--- src/include/cdns_params.svh ---
// register indices, field positions and reset values of the calibration
// dds, oscillator sync and serial-control enable register slice.
// assumes byte address on apb = 4 * register index.
`ifndef CDNS_PARAMS_SVH
`define CDNS_PARAMS_SVH

// register indices
`define CDNS_IDX_SER_EN 10'h1DE
`define CDNS_IDX_FTW_B0 10'h1E2
`define CDNS_IDX_FTW_B1 10'h1E3
`define CDNS_IDX_FTW_B2 10'h1E4
`define CDNS_IDX_FTW_B3 10'h1E5
`define CDNS_IDX_MODE 10'h1E6
`define CDNS_IDX_SYNC 10'h1E7
`define CDNS_IDX_IRQ_STAT 10'h1F0
`define CDNS_IDX_IRQ_MASK 10'h1F1
`define CDNS_IDX_TRIG_SEL 10'h1F2

// field positions
`define CDNS_SER_EN_HI 1
`define CDNS_SER_EN_LO 0
`define CDNS_MODE_ACC 2
`define CDNS_MODE_DC 1
`define CDNS_MODE_TUNE 0
`define CDNS_SYNC_ACK 1
`define CDNS_SYNC_START 0
`define CDNS_TRIG_SYSREF 0

// reset values
`define CDNS_RST_SER_EN 2'h3
`define CDNS_RST_FTW 32'h0000_0000
`define CDNS_RST_MODE 3'h0
`define CDNS_RST_SYNC 1'h0

`endif

--- src/include/cdns_pkg.sv ---
// types shared by the calibration dds / oscillator sync register slice.
// assumes two converter channels, each with its own paged copy.
package cdns_pkg;

    // number of converter channels with a paged copy
    localparam int NDAC = 2;

    // calibration mode bits of one converter
    typedef struct packed {
        logic acc_en;   // accumulator clock enable
        logic dc_sel;   // final dds input select
        logic tune_en;  // calibration frequency tuning
    } cdns_mode_s;

    // control bundle handed to one converter's datapath
    typedef struct packed {
        logic [31:0] cal_tuning_word;          // applied tuning word
        logic cal_accumulator_enable;          // gates the accumulator clock
        logic final_dds_dc_input_select;       // 1: dc into the final dds
        logic cal_frequency_tune_enable;       // converter 0 only
    } cdns_dac_ctrl_s;

    // oscillator sync sequencer, one-hot
    typedef enum logic [2:0] {
        SY_IDLE = 3'b001,
        SY_LOAD = 3'b010,
        SY_SYNC = 3'b100
    } cdns_sync_e;

endpackage : cdns_pkg

--- src/core/cdns_regs.sv ---
// apb register slice: calibration tuning word and mode, oscillator sync
// start / acknowledge, serial-control enables, sync-done interrupt.
// assumes the page select is driven from a register elsewhere on pclk,
// and the oscillator datapaths answer the load request on pclk.
//
// Summary of operation
// 32-bit tuning word in four bytes, reset zero
// tuning, mode and sync stored per converter, paged
// software enables accumulator before writing tuning word
// accumulator clock follows its enable bit
// dc-input bit picks datapath or dc
// tuning enable acts on converter zero only
// sync starts on start-bit or sysref rising edge
// load tuning words first, then phase sync
// acknowledge bit set once oscillators loaded
// acknowledge also marks reset-after-rotation completion
// reserved bits read zero, ignore writes
//
// Implementation choice: register access over APB.
`timescale 1ns/1ps
`include "cdns_params.svh"

module cdns_regs
    import cdns_pkg::*;
(
    input wire logic pclk,
    input wire logic presetn,
    input wire logic psel,
    input wire logic penable,
    input wire logic pwrite,
    input wire logic [11:0] paddr,
    input wire logic [31:0] pwdata,
    output logic [31:0] prdata,
    output logic pready,
    output logic pslverr,
    input wire logic [NDAC-1:0] main_converter_page_select,
    input wire logic sysref_pin,
    input wire logic oscillator_reset_after_rotation_enable,
    input wire logic [NDAC-1:0] rotation_reset_done,
    input wire logic [NDAC-1:0] nco_load_done,
    output logic [NDAC-1:0] nco_ftw_load_req,
    output logic [NDAC-1:0] nco_phase_sync,
    output cdns_dac_ctrl_s [NDAC-1:0] dac_ctrl,
    output logic serial_ctrl_enable_hi,
    output logic serial_ctrl_enable_lo,
    output logic irq
);

    // register index of a byte address
    function automatic logic [9:0] reg_idx(input logic [11:0] a);
        reg_idx = a[11:2];
    endfunction : reg_idx

    // true when the index is one of the four tuning word bytes
    function automatic logic is_ftw(input logic [9:0] i);
        is_ftw = (i >= `CDNS_IDX_FTW_B0) && (i <= `CDNS_IDX_FTW_B3);
    endfunction : is_ftw

    // converter copy shown on reads: lowest selected page wins
    function automatic int unsigned rd_dac(input logic [NDAC-1:0] pg);
        rd_dac = (pg[0] || !pg[1]) ? 0 : 1;
    endfunction : rd_dac

    logic [9:0] idx;                       // decoded register index
    logic mapped;                          // index hits a register
    logic wr_en;                           // write takes effect now
    logic rd_acc;                          // read access completes now
    logic [1:0] ser_en_q;                  // serial-control enables
    logic [31:0] ftw_q [NDAC];             // software tuning word copies
    logic [31:0] ftw_applied_q [NDAC];     // word the accumulator uses
    cdns_mode_s mode_q [NDAC];             // per-converter mode bits
    logic start_q [NDAC];                  // sync start bit
    logic start_prev_q [NDAC];             // start bit one cycle ago
    logic ack_q [NDAC];                    // loaded acknowledge
    cdns_sync_e st_q [NDAC];               // sync sequencer state
    logic trig_sysref_q;                   // 1: sysref is the trigger
    logic [NDAC-1:0] irq_stat_q;           // sticky sync-done events
    logic [NDAC-1:0] irq_mask_q;           // 1: event reaches irq
    logic [NDAC-1:0] ack_set;              // acknowledge set events
    logic [NDAC-1:0] trig;                 // sync trigger per converter
    logic sy1_q, sy2_q, sy3_q;             // sysref synchroniser
    logic sysref_lvl_q;                    // debounced sysref level
    logic sysref_rise;                     // accepted sysref rising edge
    logic [31:0] rdata_d;                  // read mux
    logic [31:0] prdata_q;                 // read data sampled in setup

    assign idx = reg_idx(paddr);
    assign mapped = (idx == `CDNS_IDX_SER_EN) || is_ftw(idx) ||
                    (idx == `CDNS_IDX_MODE) || (idx == `CDNS_IDX_SYNC) ||
                    (idx == `CDNS_IDX_IRQ_STAT) ||
                    (idx == `CDNS_IDX_IRQ_MASK) ||
                    (idx == `CDNS_IDX_TRIG_SEL);
    // zero wait states; unmapped addresses answer with an error
    assign pready = 1'b1;
    assign pslverr = psel && penable && !mapped;
    assign wr_en = psel && penable && pwrite && mapped;
    assign rd_acc = psel && penable && !pwrite;
    assign prdata = prdata_q;

    // read mux; shows the paged copy of the selected converter
    always_comb begin
        int unsigned d;
        d = rd_dac(main_converter_page_select);
        rdata_d = 32'h0000_0000;
        // reserved bits zero
        unique case (1'b1)
            (idx == `CDNS_IDX_SER_EN): rdata_d[1:0] = ser_en_q;
            (idx == `CDNS_IDX_FTW_B0): rdata_d[7:0] = ftw_q[d][7:0];
            (idx == `CDNS_IDX_FTW_B1): rdata_d[7:0] = ftw_q[d][15:8];
            (idx == `CDNS_IDX_FTW_B2): rdata_d[7:0] = ftw_q[d][23:16];
            (idx == `CDNS_IDX_FTW_B3): rdata_d[7:0] = ftw_q[d][31:24];
            (idx == `CDNS_IDX_MODE): rdata_d[2:0] = mode_q[d];
            (idx == `CDNS_IDX_SYNC): begin
                rdata_d[`CDNS_SYNC_ACK] = ack_q[d];
                rdata_d[`CDNS_SYNC_START] = start_q[d];
            end
            (idx == `CDNS_IDX_IRQ_STAT): rdata_d[NDAC-1:0] = irq_stat_q;
            (idx == `CDNS_IDX_IRQ_MASK): rdata_d[NDAC-1:0] = irq_mask_q;
            (idx == `CDNS_IDX_TRIG_SEL): rdata_d[0] = trig_sysref_q;
            default: rdata_d = 32'h0000_0000;
        endcase
    end

    // capture read data in the setup cycle so prdata comes from a flop
    always_ff @(posedge pclk or negedge presetn) begin
        if (!presetn) begin
            prdata_q <= 32'h0000_0000;
        end else if (psel && !penable && !pwrite) begin
            prdata_q <= rdata_d;
        end
    end

    // serial-control enables, shared by both converters
    always_ff @(posedge pclk or negedge presetn) begin
        if (!presetn) begin
            ser_en_q <= `CDNS_RST_SER_EN;
        end else if (wr_en && idx == `CDNS_IDX_SER_EN) begin
            ser_en_q <= pwdata[1:0];
        end
    end
    assign serial_ctrl_enable_hi = ser_en_q[`CDNS_SER_EN_HI];
    assign serial_ctrl_enable_lo = ser_en_q[`CDNS_SER_EN_LO];

    // trigger select and interrupt mask
    always_ff @(posedge pclk or negedge presetn) begin
        if (!presetn) begin
            trig_sysref_q <= 1'b0;
            irq_mask_q <= '0;
        end else if (wr_en) begin
            if (idx == `CDNS_IDX_TRIG_SEL) begin
                trig_sysref_q <= pwdata[`CDNS_TRIG_SYSREF];
            end
            if (idx == `CDNS_IDX_IRQ_MASK) begin
                irq_mask_q <= pwdata[NDAC-1:0];
            end
        end
    end

    // paged tuning word and mode bits; writes reach every selected page
    always_ff @(posedge pclk or negedge presetn) begin
        if (!presetn) begin
            for (int i = 0; i < NDAC; i++) begin
                ftw_q[i] <= `CDNS_RST_FTW;
                mode_q[i] <= `CDNS_RST_MODE;
            end
        end else if (wr_en) begin
            for (int i = 0; i < NDAC; i++) begin
                // paged per converter
                if (main_converter_page_select[i]) begin
                    // byte lanes of word
                    unique case (1'b1)
                        (idx == `CDNS_IDX_FTW_B0): ftw_q[i][7:0] <= pwdata[7:0];
                        (idx == `CDNS_IDX_FTW_B1): ftw_q[i][15:8] <= pwdata[7:0];
                        (idx == `CDNS_IDX_FTW_B2):
                            ftw_q[i][23:16] <= pwdata[7:0];
                        (idx == `CDNS_IDX_FTW_B3):
                            ftw_q[i][31:24] <= pwdata[7:0];
                        // only defined bits stored
                        (idx == `CDNS_IDX_MODE): mode_q[i] <= pwdata[2:0];
                        default: ;
                    endcase
                end
            end
        end
    end

    // the accumulator only picks up a word on a byte write while it is clocked;
    // a byte written while disabled stays in the readback copy until the next such write
    always_ff @(posedge pclk or negedge presetn) begin
        if (!presetn) begin
            for (int i = 0; i < NDAC; i++) begin
                ftw_applied_q[i] <= `CDNS_RST_FTW;
            end
        end else begin
            for (int i = 0; i < NDAC; i++) begin
                // enable precedes word
                if (wr_en && is_ftw(idx) && main_converter_page_select[i] &&
                    mode_q[i].acc_en) begin
                    ftw_applied_q[i] <= ftw_q[i];
                    unique case (idx)
                        `CDNS_IDX_FTW_B0: ftw_applied_q[i][7:0] <= pwdata[7:0];
                        `CDNS_IDX_FTW_B1:
                            ftw_applied_q[i][15:8] <= pwdata[7:0];
                        `CDNS_IDX_FTW_B2:
                            ftw_applied_q[i][23:16] <= pwdata[7:0];
                        default: ftw_applied_q[i][31:24] <= pwdata[7:0];
                    endcase
                end
            end
        end
    end

    // datapath control bundles
    always_comb begin
        for (int i = 0; i < NDAC; i++) begin
            dac_ctrl[i].cal_tuning_word = ftw_applied_q[i];
            // clock gate enable
            dac_ctrl[i].cal_accumulator_enable = mode_q[i].acc_en;
            // dc or datapath
            dac_ctrl[i].final_dds_dc_input_select = mode_q[i].dc_sel;
            // converter zero only
            dac_ctrl[i].cal_frequency_tune_enable =
                (i == 0) ? mode_q[i].tune_en : 1'b0;
        end
    end

    // sysref: three flops, a change counts once the last two agree
    always_ff @(posedge pclk or negedge presetn) begin
        if (!presetn) begin
            sy1_q <= 1'b0;
            sy2_q <= 1'b0;
            sy3_q <= 1'b0;
            sysref_lvl_q <= 1'b0;
        end else begin
            sy1_q <= sysref_pin;
            sy2_q <= sy1_q;
            sy3_q <= sy2_q;
            if (sy2_q == sy3_q) begin
                sysref_lvl_q <= sy3_q;
            end
        end
    end
    assign sysref_rise = sy2_q && sy3_q && !sysref_lvl_q;

    // sync start bit per page; its rising edge is a trigger
    always_ff @(posedge pclk or negedge presetn) begin
        if (!presetn) begin
            for (int i = 0; i < NDAC; i++) begin
                start_q[i] <= `CDNS_RST_SYNC;
                start_prev_q[i] <= `CDNS_RST_SYNC;
            end
        end else begin
            for (int i = 0; i < NDAC; i++) begin
                start_prev_q[i] <= start_q[i];
                if (wr_en && idx == `CDNS_IDX_SYNC &&
                    main_converter_page_select[i]) begin
                    start_q[i] <= pwdata[`CDNS_SYNC_START];
                end
            end
        end
    end

    // trigger per configured source
    always_comb begin
        for (int i = 0; i < NDAC; i++) begin
            trig[i] = trig_sysref_q ? sysref_rise
                                    : (start_q[i] && !start_prev_q[i]);
        end
    end

    // sequencer: request the tuning word load, then pulse phase sync
    always_ff @(posedge pclk or negedge presetn) begin
        if (!presetn) begin
            for (int i = 0; i < NDAC; i++) begin
                st_q[i] <= SY_IDLE;
            end
        end else begin
            for (int i = 0; i < NDAC; i++) begin
                unique case (st_q[i])
                    SY_IDLE: if (trig[i]) st_q[i] <= SY_LOAD;
                    // load before sync
                    SY_LOAD: if (nco_load_done[i]) st_q[i] <= SY_SYNC;
                    SY_SYNC: st_q[i] <= SY_IDLE;
                    default: st_q[i] <= SY_IDLE;
                endcase
            end
        end
    end

    // handshake outputs decoded from the state
    always_comb begin
        for (int i = 0; i < NDAC; i++) begin
            nco_ftw_load_req[i] = (st_q[i] == SY_LOAD);
            nco_phase_sync[i] = (st_q[i] == SY_SYNC);
        end
    end

    // acknowledge set events from either reset method
    always_comb begin
        for (int i = 0; i < NDAC; i++) begin
            // loaded acknowledge
            // rotation reset too
            ack_set[i] = (st_q[i] == SY_LOAD && nco_load_done[i]) ||
                (oscillator_reset_after_rotation_enable &&
                 rotation_reset_done[i]);
        end
    end

    // acknowledge clears when a new request is accepted; set wins
    always_ff @(posedge pclk or negedge presetn) begin
        if (!presetn) begin
            for (int i = 0; i < NDAC; i++) begin
                ack_q[i] <= 1'b0;
            end
        end else begin
            for (int i = 0; i < NDAC; i++) begin
                if (ack_set[i]) begin
                    ack_q[i] <= 1'b1;
                end else if (st_q[i] == SY_IDLE && trig[i]) begin
                    ack_q[i] <= 1'b0;
                end
            end
        end
    end

    // sticky status, cleared by reading it; only bits that were captured
    // for the reader are cleared, so a late event is never lost
    always_ff @(posedge pclk or negedge presetn) begin
        if (!presetn) begin
            irq_stat_q <= '0;
        end else begin
            if (rd_acc && idx == `CDNS_IDX_IRQ_STAT) begin
                irq_stat_q <= (irq_stat_q & ~prdata_q[NDAC-1:0]) | ack_set;
            end else begin
                irq_stat_q <= irq_stat_q | ack_set;
            end
        end
    end
    assign irq = |(irq_stat_q & irq_mask_q);
endmodule : cdns_regs

--- config.mk ---
export PLATFORM = sky130hd
export DESIGN_NAME = cdns_regs
export DESIGN_NICKNAME = d
export VERILOG_FILES = /design/src/include/cdns_pkg.sv /design/src/core/cdns_regs.sv
export VERILOG_INCLUDE_DIRS = /design/src /design/src/include
export SDC_FILE = /design/constraint.sdc
export NUM_CORES = 1
export LEC_CHECK = 0
export ABC_CLOCK_PERIOD_IN_PS = 2300
export BUFFER_PORTS_ARGS = -buffer_cell sky130_fd_sc_hd__buf_2
export CORE_AREA = 2 2 130 132
export CTS_BUF_LIST = sky130_fd_sc_hd__clkbuf_2 sky130_fd_sc_hd__clkbuf_4 sky130_fd_sc_hd__clkbuf_8
export DETAILED_ROUTE_END_ITERATION = 6
export DIE_AREA = 0 0 132 134
export PLACE_DENSITY = 0.82
export SKIP_CTS_REPAIR_TIMING = 1
export SYNTH_ARGS = -nofsm -noshare
export SYNTH_HDL_FRONTEND = slang
export SYNTH_SLANG_ARGS = --single-unit
--- constraint.sdc ---
create_clock -name pclk -period 2.3 [get_ports pclk]
set_clock_uncertainty 0.1 [all_clocks]
set_input_delay 0.115 -clock pclk [delete_from_list [all_inputs] [get_ports pclk]]
set_output_delay 0.115 -clock pclk [all_outputs]
set_load 0.05 [all_outputs]
==> results of run 1 <==
-- stage by stage --
step                      util (%)  power [W]  hold WS, ns
after global placement        52.8    0.00347       0.0310
after CTS                     55.4    0.00568       -0.483
after detailed placement      52.8    0.00347       0.0337
after floorplan                  -    0.00333       -0.281
final                         56.4    0.00567      0.00397
after global routing          56.4    0.00587     0.000619
-- cell type report --
| type | instances | area (sq um) | share of cell area [%] |
|---|---|---|---|
| Timing Repair Buffer | 156 | 1030 | 11.2 |
| Clock buffer | 21 | 289 | 3.15 |
| Multi-Input combinational cell | 542 | 3310 | 36.1 |
| Tap cell | 220 | 275 | 3.00 |
| Clock inverter | 11 | 138 | 1.50 |
| Sequential cell | 165 | 4130 | 45.0 |
| Inverter | 1 | 3.75 | 0.0409 |
-- routing by layer --
metal | wire (um) | GRT usage, %
met1 | 7800 | 28.5
met2 | 9490 | 36.9
met3 | 1540 | 5.93
met4 | 385 | 7.43
met5 | 0 | 0
-- synthesized netlist by cell type, types with 3 or more instances --
cell type and instances:
nand3_1 11, and2_1 4, buf_4 32, a31oi_1 50, o21ai_0 6, a21oi_1 45, buf_2 14, mux2i_1 18
and3_1 4, nor3b_1 6, dfstp_2 4, nand2b_1 5, a21o_1 4, nand2_1 147, nor2_2 4, mux2_2 78
a2111oi_0 5, clkbuf_1 25, mux4_2 3, nor2_1 82, nor3_1 9, nor2b_1 5, dfrtp_1 161
-- registers in the layout, indices dropped and copies added, names as in the netlist, 6 cells and up --
register / flops
dac_ctrl: 69
ftw_q: 64
prdata: 8
st_q: 6
-- logic make-up (layout without fill, tap and decap cells) --
group	count (synthesis)	in the layout	share of synthesized area (%)
compound gates	123	123	9.62
xor+xnor	1	1	0.113
other cells	2	26	0.0965
flops	165	165	53.1
fa+ha+maj	1	1	0.161
mux	99	99	14.5
simple gates	292	292	16.7
buf+inv	75	189	5.72
-- worst min-delay path by stage --
stage                         start             to  cells after the start
after detailed placement    presetn          sy3_q                      1
after global placement      presetn   dac_ctrl[46]                      1
after global routing      pwdata[0]   dac_ctrl[54]                      3
after floorplan             presetn       ack_q[0]                      0
final                     pwdata[0]   dac_ctrl[54]                      3
after CTS                   presetn  trig_sysref_q                      1
-- power by group --
part | total [W] | internal (W) | switching (W)
Sequential | 0.00295 | 0.00293 | 0.0000245
Clock | 0.00223 | 0.00110 | 0.00113
Combinational | 0.000486 | 0.000114 | 0.000372
-- critical path: cells and delay by family --
family                 cells  cell delay, ns
buffers and inverters      2            0.66
muxes                      1            0.39
and+or+nand+nor            3            1.09
-- cell usage in the layout, fill, tap and decap left out, types with 2 or more instances in the layout --
| cell type | count |
|---|---|
| bufinv_16 | 2 |
| nor3_1 | 9 |
| and2_1 | 4 |
| dlygate4sd3_1 | 16 |
| dfrtp_1 | 161 |
| nand2_1 | 147 |
| nor2_4 | 4 |
| buf_4 | 17 |
| clkbuf_8 | 21 |
| mux2i_1 | 18 |
| nor2b_1 | 4 |
| a32o_1 | 2 |
| nor3b_1 | 5 |
| nand3_1 | 11 |
| and3_1 | 4 |
| nand4_1 | 2 |
| buf_12 | 8 |
| clkinvlp_4 | 3 |
| mux2_2 | 78 |
| a2111oi_0 | 5 |
| and4_1 | 2 |
| a21o_1 | 4 |
| a21oi_1 | 45 |
| conb_1 | 26 |
| buf_2 | 114 |
| dfstp_2 | 4 |
| a31oi_1 | 50 |
| mux4_2 | 3 |
| a211oi_1 | 2 |
| nand2b_1 | 5 |
| nor3b_2 | 2 |
| o21ai_0 | 6 |
| o22ai_1 | 2 |
| inv_6 | 4 |
| nor2_2 | 4 |
| nor2_1 | 80 |
==> results.yml, run 1 <==
run_status:
  status: "finished, final reports clean"
logic_synthesis:
  synth-seq-area-share_pct: 53.1
  yosys.area.top_type: "dfrtp_1"
  netlist_instances: 758
  avgSynthCellArea_sq_um: 10.3
  synth_edf_count: 0
  synth_area_leaders: "dfrtp_1 52%, mux2_2 11%, nand2_1 7.1%"
  synth.top_cell.area_share_pct: 51.8
  ys_seq_elements: 165
  synth-main-ff-cell: "dfrtp_1"
  yosys_warnings: 0
  mappedNetlistArea_sq_um: 7780
  async_flop_share_pct: 100
  synthDistinctLibCells: 51
timing:
  max_freq_mhz: 499
  fin_crit_sh_pct: 87.2
  slew_headroom_pct: 60.8
  rsz0062_at_grt: "false"
  setup_viol: 0
  tightest_slew_ns: 0.588
  min_period_ns: 2.01
  hold_viol_final: 0
  finalMaxSlewViolations: 0
  timing.final.ws_setup_ns: 0.295
  tns_ns: 0
cts:
  cts_htree_levels: 4
  cts_tree: "done"
  root_buffer: "clkbuf_8"
  clock_latency_ns: 0.47
  cts_sinks: 165
  cts.reportedPaths.clkPinSlew_ns: 0.09
  cts_buffers: 17
  cts_buffer_depth: 2
worst_setup_path:
  crit_chain: "dlygate4sd3_1 -> buf_2 -> and3_1 -> nand2_1 -> nor3_4 -> mux2_2"
  regToRegStartpoint: "st_q[3]"
  path_max_fanout: 8
  end_kind: "flip-flop"
  cp-endpoint: "ftw_q[56]"
  cp-start-kind: "input pin"
  r2r_end: "ack_q[1]"
  crit_start: "pwrite"
  arrival_ns: 2.26
  critPathKind: "input pin to flip-flop"
  reg2reg_slack_ns: 0.41
  cp_slowest_cell: "dlygate4sd3_1"
  required_ns: 2.56
  max_stage_delay_ns: 0.53
  reg2regPathDepth: 5
grt:
  grt_max_degree: 65
  antenna_found_initial: 1
  grt_pass1_vias: 6011
  gr-total-overflow: 0
  grtUsageTotal_pct: 22.2
  grt_pass1_wl_um: 30800
finish:
  drive_above_1_share_pct: 30.6
  fin_nets: 941
  antennaDiodeCount: 0
  fillCellCount: 1415
  fin_cells: 1116
  area_growth_pct: 18.0
  stdcell_area_sq_um: 9180
drt:
  drc: 0
  drt_iter0_markers: 638
  drtPass1Iterations: 7
  wl_um: 19200
  wl_per_cell_um: 17.2
  viasPerCell: 5.50
  vias: 6138
  ant_nets: 0
placed_design:
  dpl-instance-area_sq_um: 8600
  io_buffers: 115
  dpl.hpwl_um: 13300
  place_inst: 1068
  post-place-ws_ns: 0.210
  gp_congestion: 0.894
hold_path:
  hp-class: "input pin to flip-flop"
pwr:
  vdd_drop_max_mv: 0.475
  powerDensity_nw_per_um2: 617
  p_leak_nw: 4.36
floorplanning:
  die_area_sq_um: 17700
  initial_utilization_pct: 47.8
  num_rows: 47
  die_h_um: 134
  coreArea_sq_um: 16300
  ioPinCount: 168
  fp.dieW_um: 132
flow_run:
  drv_cap: 0
(Power assumes the default switching activity.)
==> run 2, diff against run 1 <==
CORE_AREA = 2 2 116 118   (was 2 2 130 132)
DIE_AREA = 0 0 118 120   (was 0 0 132 134)
PLACE_DENSITY = 0.95   (was 0.82)
==> results.yml, run 2 (synthesis gave the netlist of run 1 again) <==
worst_setup_path:
  crit_chain: "nand2b_1 -> nor2_1 -> and2_1 -> a21oi_1 -> dlygate4sd3_1 -> nand2_1"
  cp_slowest_cell: "dlygate4sd3_1"
  crit_start: "st_q[0]"
  cp-start-kind: "flip-flop"
  cp-endpoint: "ack_q[0]"
  required_ns: 2.56
  reg2regPathDepth: 6
  max_stage_delay_ns: 0.58
  critPathKind: "flip-flop to flip-flop"
  r2r_end: "ack_q[0]"
  regToRegStartpoint: "st_q[0]"
  end_kind: "flip-flop"
  reg2reg_slack_ns: 0.36
  path_max_fanout: 3
  arrival_ns: 2.20
floorplanning:
  die_h_um: 120
  initial_utilization_pct: 59.9
  num_rows: 42
  die_area_sq_um: 14200
  coreArea_sq_um: 13000
  fp.dieW_um: 118
  ioPinCount: 168
timing:
  fin_crit_sh_pct: 84.2
  min_period_ns: 1.94
  hold_viol_final: 1
  finalMaxSlewViolations: 0
  setup_viol: 0
  tns_ns: 0
  rsz0062_at_grt: "false"
  slew_headroom_pct: 55.3
  hold-worst-slack_ns: -0.00960
  max_freq_mhz: 516
  tightest_slew_ns: 0.670
drt:
  drc: 0
  wl_um: 19800
  wl_per_cell_um: 18.6
  vias: 6293
  ant_nets: 0
  viasPerCell: 5.90
  drt_iter0_markers: 620
  drtPass1Iterations: 5
placed_design:
  dpl.hpwl_um: 13600
  place_inst: 1021
  gp_congestion: 0.924
  io_buffers: 115
pwr:
  powerDensity_nw_per_um2: 632
  total_power_w: 0.00572
  vdd_drop_max_mv: 0.398
  p_leak_nw: 4.33
run_status:
  status: "complete, but fails checks"
  violations: "negative hold slack"
finish:
  largest_register_ffs: 69
  post-route-util_pct: 69.8
  final_cell_mix: "161 x dfrtp_1, 147 x nand2_1, 114 x buf_2, 80 x nor2_1, 78 x mux2_2"
  fillCellCount: 904
  layout_commonest_cell: "dfrtp_1"
  area_growth_pct: 16.4
  fin_nets: 937
  drive_above_1_share_pct: 30.3
  antennaDiodeCount: 0
  fin_cells: 1067
grt:
  antenna_found_initial: 0
  grt_pass1_vias: 6194
  grt_pass1_wl_um: 31500
  grt_max_degree: 65
  gr-total-overflow: 0
  grtUsageTotal_pct: 28.8
flow_run:
  drv_cap: 0
cts:
  cts_tree: "done"
  cts_buffer_depth: 2
  root_buffer: "clkbuf_8"
  cts_sinks: 165
  cts.reportedPaths.clkPinSlew_ns: 0.08
  cts_htree_levels: 4
  clock_latency_ns: 0.47
  cts_buffers: 17
hold_path:
  hp-class: "input pin to flip-flop"
## run 2: changes by cell type in the layout (fill, tap and decap cells not counted), sizes merged
cell         before  now
dlygate4sd3      16   15
clkinv            1    4
clkinvlp          3    1
buf             140  137
inv               6    1
clkbuf           21   22
bufinv            2    4
## run 2: area by class of cell
class / instances / area (sq um) / area share [%]
sequential: 165 / 4130 / 45.7
multi-input combinational: 542 / 3310 / 36.6
timing repair buffer: 152 / 947 / 10.5
clock buffer: 22 / 284 / 3.14
tap: 176 / 220 / 2.43
clock inverter: 9 / 151 / 1.67
inverter: 1 / 3.75 / 0.0415
## run 2: critical path, delay by kind of cell (launching register included)
kind,cells,cell delay [ns]
buffers and inverters,1,0.58
flip-flops,1,0.54
AND/OR/NAND/NOR,4,0.47
AO/OA/AOI/OAI,1,0.13
## run 2: per-layer routing
layer  global-route usage (%)  up-vias  wire [um]
li1                         -     2810          -
met1                     35.5     3084       7640
met2                     47.7      323       9950
met3                     5.89       76       1390
met4                     16.0        0        807
met5                        0        -          0
## run 2: report_power, final
group          switching, W  internal, W  total, W
sequential        0.0000239      0.00293   0.00295
clock               0.00102      0.00127   0.00229
combinational      0.000375     0.000109  0.000484
## run 2: worst min path at each step
| stage | from | end | slack (ns) | cells past startpoint |
|---|---|---|---|---|
| 6_report | pwrite | prdata[1] | -0.01 | 4 |
| 2_1_floorplan | presetn | ack_q[0] | -0.28 | 0 |
| 4_1_cts | presetn | dac_ctrl[5] | -0.47 | 1 |
| 5_1_grt | pwrite | prdata[1] | 0.01 | 4 |
| 3_3_place_gp | presetn | dac_ctrl[46] | 0.04 | 1 |
| 3_5_place_dp | presetn | dac_ctrl[11] | 0.04 | 1 |
## run 2: metrics by stage
stage          area, sq um  worst slack [ns]
2_1_floorplan         7870            0.0678
4_1_cts               8900             0.447
3_5_place_dp          8470             0.210
5_1_grt               9050             0.205
6_report              9050             0.362
3_3_place_gp          8470             0.330
==> run 3, diff against run 2 <==
ABC_AREA = 1   (was unset)
ABC_CLOCK_PERIOD_IN_PS = 1750   (was 2300)
CORE_AREA = 2 2 131 133   (was 2 2 116 118)
DIE_AREA = 0 0 133 135   (was 0 0 118 120)
PLACE_DENSITY = 0.88   (was 0.95)
clock period = 1.75 ns   (was 2.3 ns; I/O delays follow)
==> results.yml, run 3 <==
run_status:
  status: "complete, but fails checks"
  violations: "negative hold slack"
timing:
  hold_viol_final: 3
  slew_headroom_pct: 66.4
  min_period_ns: 1.66
  tightest_slew_ns: 0.504
  max_freq_mhz: 604
  setup_viol: 0
  rsz0062_at_grt: "false"
  finalMaxSlewViolations: 0
  hold-worst-slack_ns: -0.00387
  fin_crit_sh_pct: 94.7
  tns_ns: 0
drt:
  viasPerCell: 5.32
  drt_iter0_markers: 862
  wl_um: 23100
  wl_per_cell_um: 15.3
  ant_nets: 0
  vias: 8033
  drtPass1Iterations: 7
  drc: 0
finish:
  post-route-util_pct: 62.5
  fin_nets: 1335
  area_growth_pct: 20.9
  largest_register_ffs: 69
  stdcell_area_sq_um: 10300
  drive_above_1_share_pct: 19.6
  antennaDiodeCount: 0
  final_cell_mix: "354 x nand2_1, 161 x dfrtp_1, 157 x o21ai_0, 130 x inv_1, 113 x buf_2"
  layout_commonest_cell: "nand2_1"
logic_synthesis:
  mappedNetlistArea_sq_um: 8480
  synth-main-ff-cell: "dfrtp_1"
  synth_most_common_cell: "nand2_1"
  ys_seq_elements: 165
  synthDistinctLibCells: 34
  avgSynthCellArea_sq_um: 7.62
  yosys.area.top_type: "dfrtp_1"
  synth_area_leaders: "dfrtp_1 47%, nand2_1 16%, o21ai_0 9.3%"
  synth.top_cell.area_share_pct: 47.5
  synth-seq-area-share_pct: 48.7
  synth_edf_count: 0
  async_flop_share_pct: 100
  synth_commonest_cells: "355 x nand2_1, 161 x dfrtp_1, 157 x o21ai_0"
  yosys_warnings: 0
  netlist_instances: 1114
worst_setup_path:
  required_ns: 1.56
  cp_slowest_cell: "buf_4"
  critPathKind: "input pin to primary output"
  reg2reg_slack_ns: 0.35
  cp-start-kind: "input pin"
  arrival_ns: 1.47
  path_max_fanout: 6
  max_stage_delay_ns: 0.21
  regToRegStartpoint: "ftw_q[8]"
  crit_start: "paddr[8]"
  crit_path_frequent_cell: "buf_4"
  end_kind: "primary output"
  crit_chain: "buf_2 -> nand2_1 -> buf_4 -> nor2_1 -> nand3_1 -> nand3_1 -> nor2_2 -> nand2_4 -> buf_4 -> nor2_1 -> buf_4"
  reg2regPathDepth: 8
  r2r_end: "prdata[0]"
placed_design:
  dpl.hpwl_um: 16500
  gp_congestion: 0.945
  dpl-instance-area_sq_um: 9640
  io_buffers: 115
flow_run:
  drv_cap: 0
grt:
  grt_pass1_vias: 7574
  grt_max_degree: 50
  antenna_found_initial: 0
  gr-total-overflow: 0
  grt_pass1_wl_um: 37200
  grtUsageTotal_pct: 26.3
hold_path:
  whs_endpoint: "ftw_q[57]"
  min_path_cells: 4
  hp-class: "input pin to flip-flop"
  min_from: "main_converter_page_select[0]"
pwr:
  vdd_drop_max_mv: 0.512
  p_leak_nw: 5.70
  powerDensity_nw_per_um2: 744
floorplanning:
  coreArea_sq_um: 16400
  ioPinCount: 168
  num_rows: 47
  die_area_sq_um: 18000
  fp.dieW_um: 133
  initial_utilization_pct: 51.7
  die_h_um: 135
cts:
  cts_sinks: 165
  cts.reportedPaths.clkPinSlew_ns: 0.09
  cts_buffer_depth: 2
  cts_tree: "done"
  cts_buffers: 17
  root_buffer: "clkbuf_8"
  clock_latency_ns: 0.48
  cts_htree_levels: 4
[run 3: cell types whose count changed in the layout (fill, tap and decap cells not counted), sizes merged, moves of 10 or more]
cell | previous run | this run
mux2i | 18 | 1
buf | 137 | 187
inv | 1 | 141
nand3 | 12 | 22
mux2 | 78 | 1
nand2 | 147 | 361
nand4 | 2 | 46
o21ai | 6 | 187
nor2 | 88 | 62
a31oi | 50 | 1
a21oi | 45 | 24
[run 3: cell type report]
cell class	count	area (sq um)
Sequential cell	165	4130
Inverter	138	518
Fill cell	1364	6150
Clock buffer	18	241
Clock inverter	13	174
Timing Repair Buffer	206	1490
Tap cell	220	275
Multi-Input combinational cell	749	3420
[run 3: worst max-delay path by stage]
stage          slack (ns)   endpoint
2_1_floorplan        0.04   ack_q[0]
3_3_place_gp        -0.04  ftw_q[42]
3_5_place_dp        -0.14  ftw_q[51]
4_1_cts              0.06    pslverr
5_1_grt             0.005    pslverr
6_report             0.09    pslverr
[run 3: critical path: cells and delay by family]
kind / cells / cell delay (ns)
buffers and inverters: 4 / 0.62
AND/OR/NAND/NOR: 7 / 0.74
[run 3: cell families (layout without fill, tap and decap cells)]
| logic type | after synthesis | in the layout | synth area share (%) |
|---|---|---|---|
| buf+inv | 224 | 375 | 12.2 |
| mux | 2 | 2 | 0.251 |
| other cells | 2 | 26 | 0.0885 |
| compound gates | 222 | 222 | 13.4 |
| fa+ha+maj | 1 | 1 | 0.147 |
| simple gates | 498 | 498 | 25.1 |
| flops | 165 | 165 | 48.7 |
[run 3: metrics by stage]
stage / hold slack, ns / total power (W) / worst slack, ns / std cells
floorplan: -0.308 / 0.00445 / 0.0352 / 1138
global placement: -0.0347 / 0.00472 / -0.0426 / 1459
detailed placement: -0.0244 / 0.00473 / -0.144 / 1459
CTS: -0.540 / 0.00764 / 0.0577 / 1490
global route: 0.00104 / 0.00788 / 0.00483 / 1509
finish: -0.00387 / 0.00763 / 0.0931 / 1509
[run 3: power by group]
part	switching (W)	internal [W]	leakage [nW]	total (W)
clock	0.00149	0.00144	0.205	0.00293
combinational	0.000584	0.000209	3.49	0.000793
sequential	0.0000346	0.00387	2.00	0.00390
[run 3: routing by layer]
metal | global-route usage, % | wire (um) | vias to the layer above
met5 | 0 | 0 | -
met1 | 34.3 | 9330 | 3762
met4 | 9.92 | 600 | 0
met2 | 44.0 | 11100 | 398
met3 | 4.77 | 2020 | 55
li1 | - | - | 3818
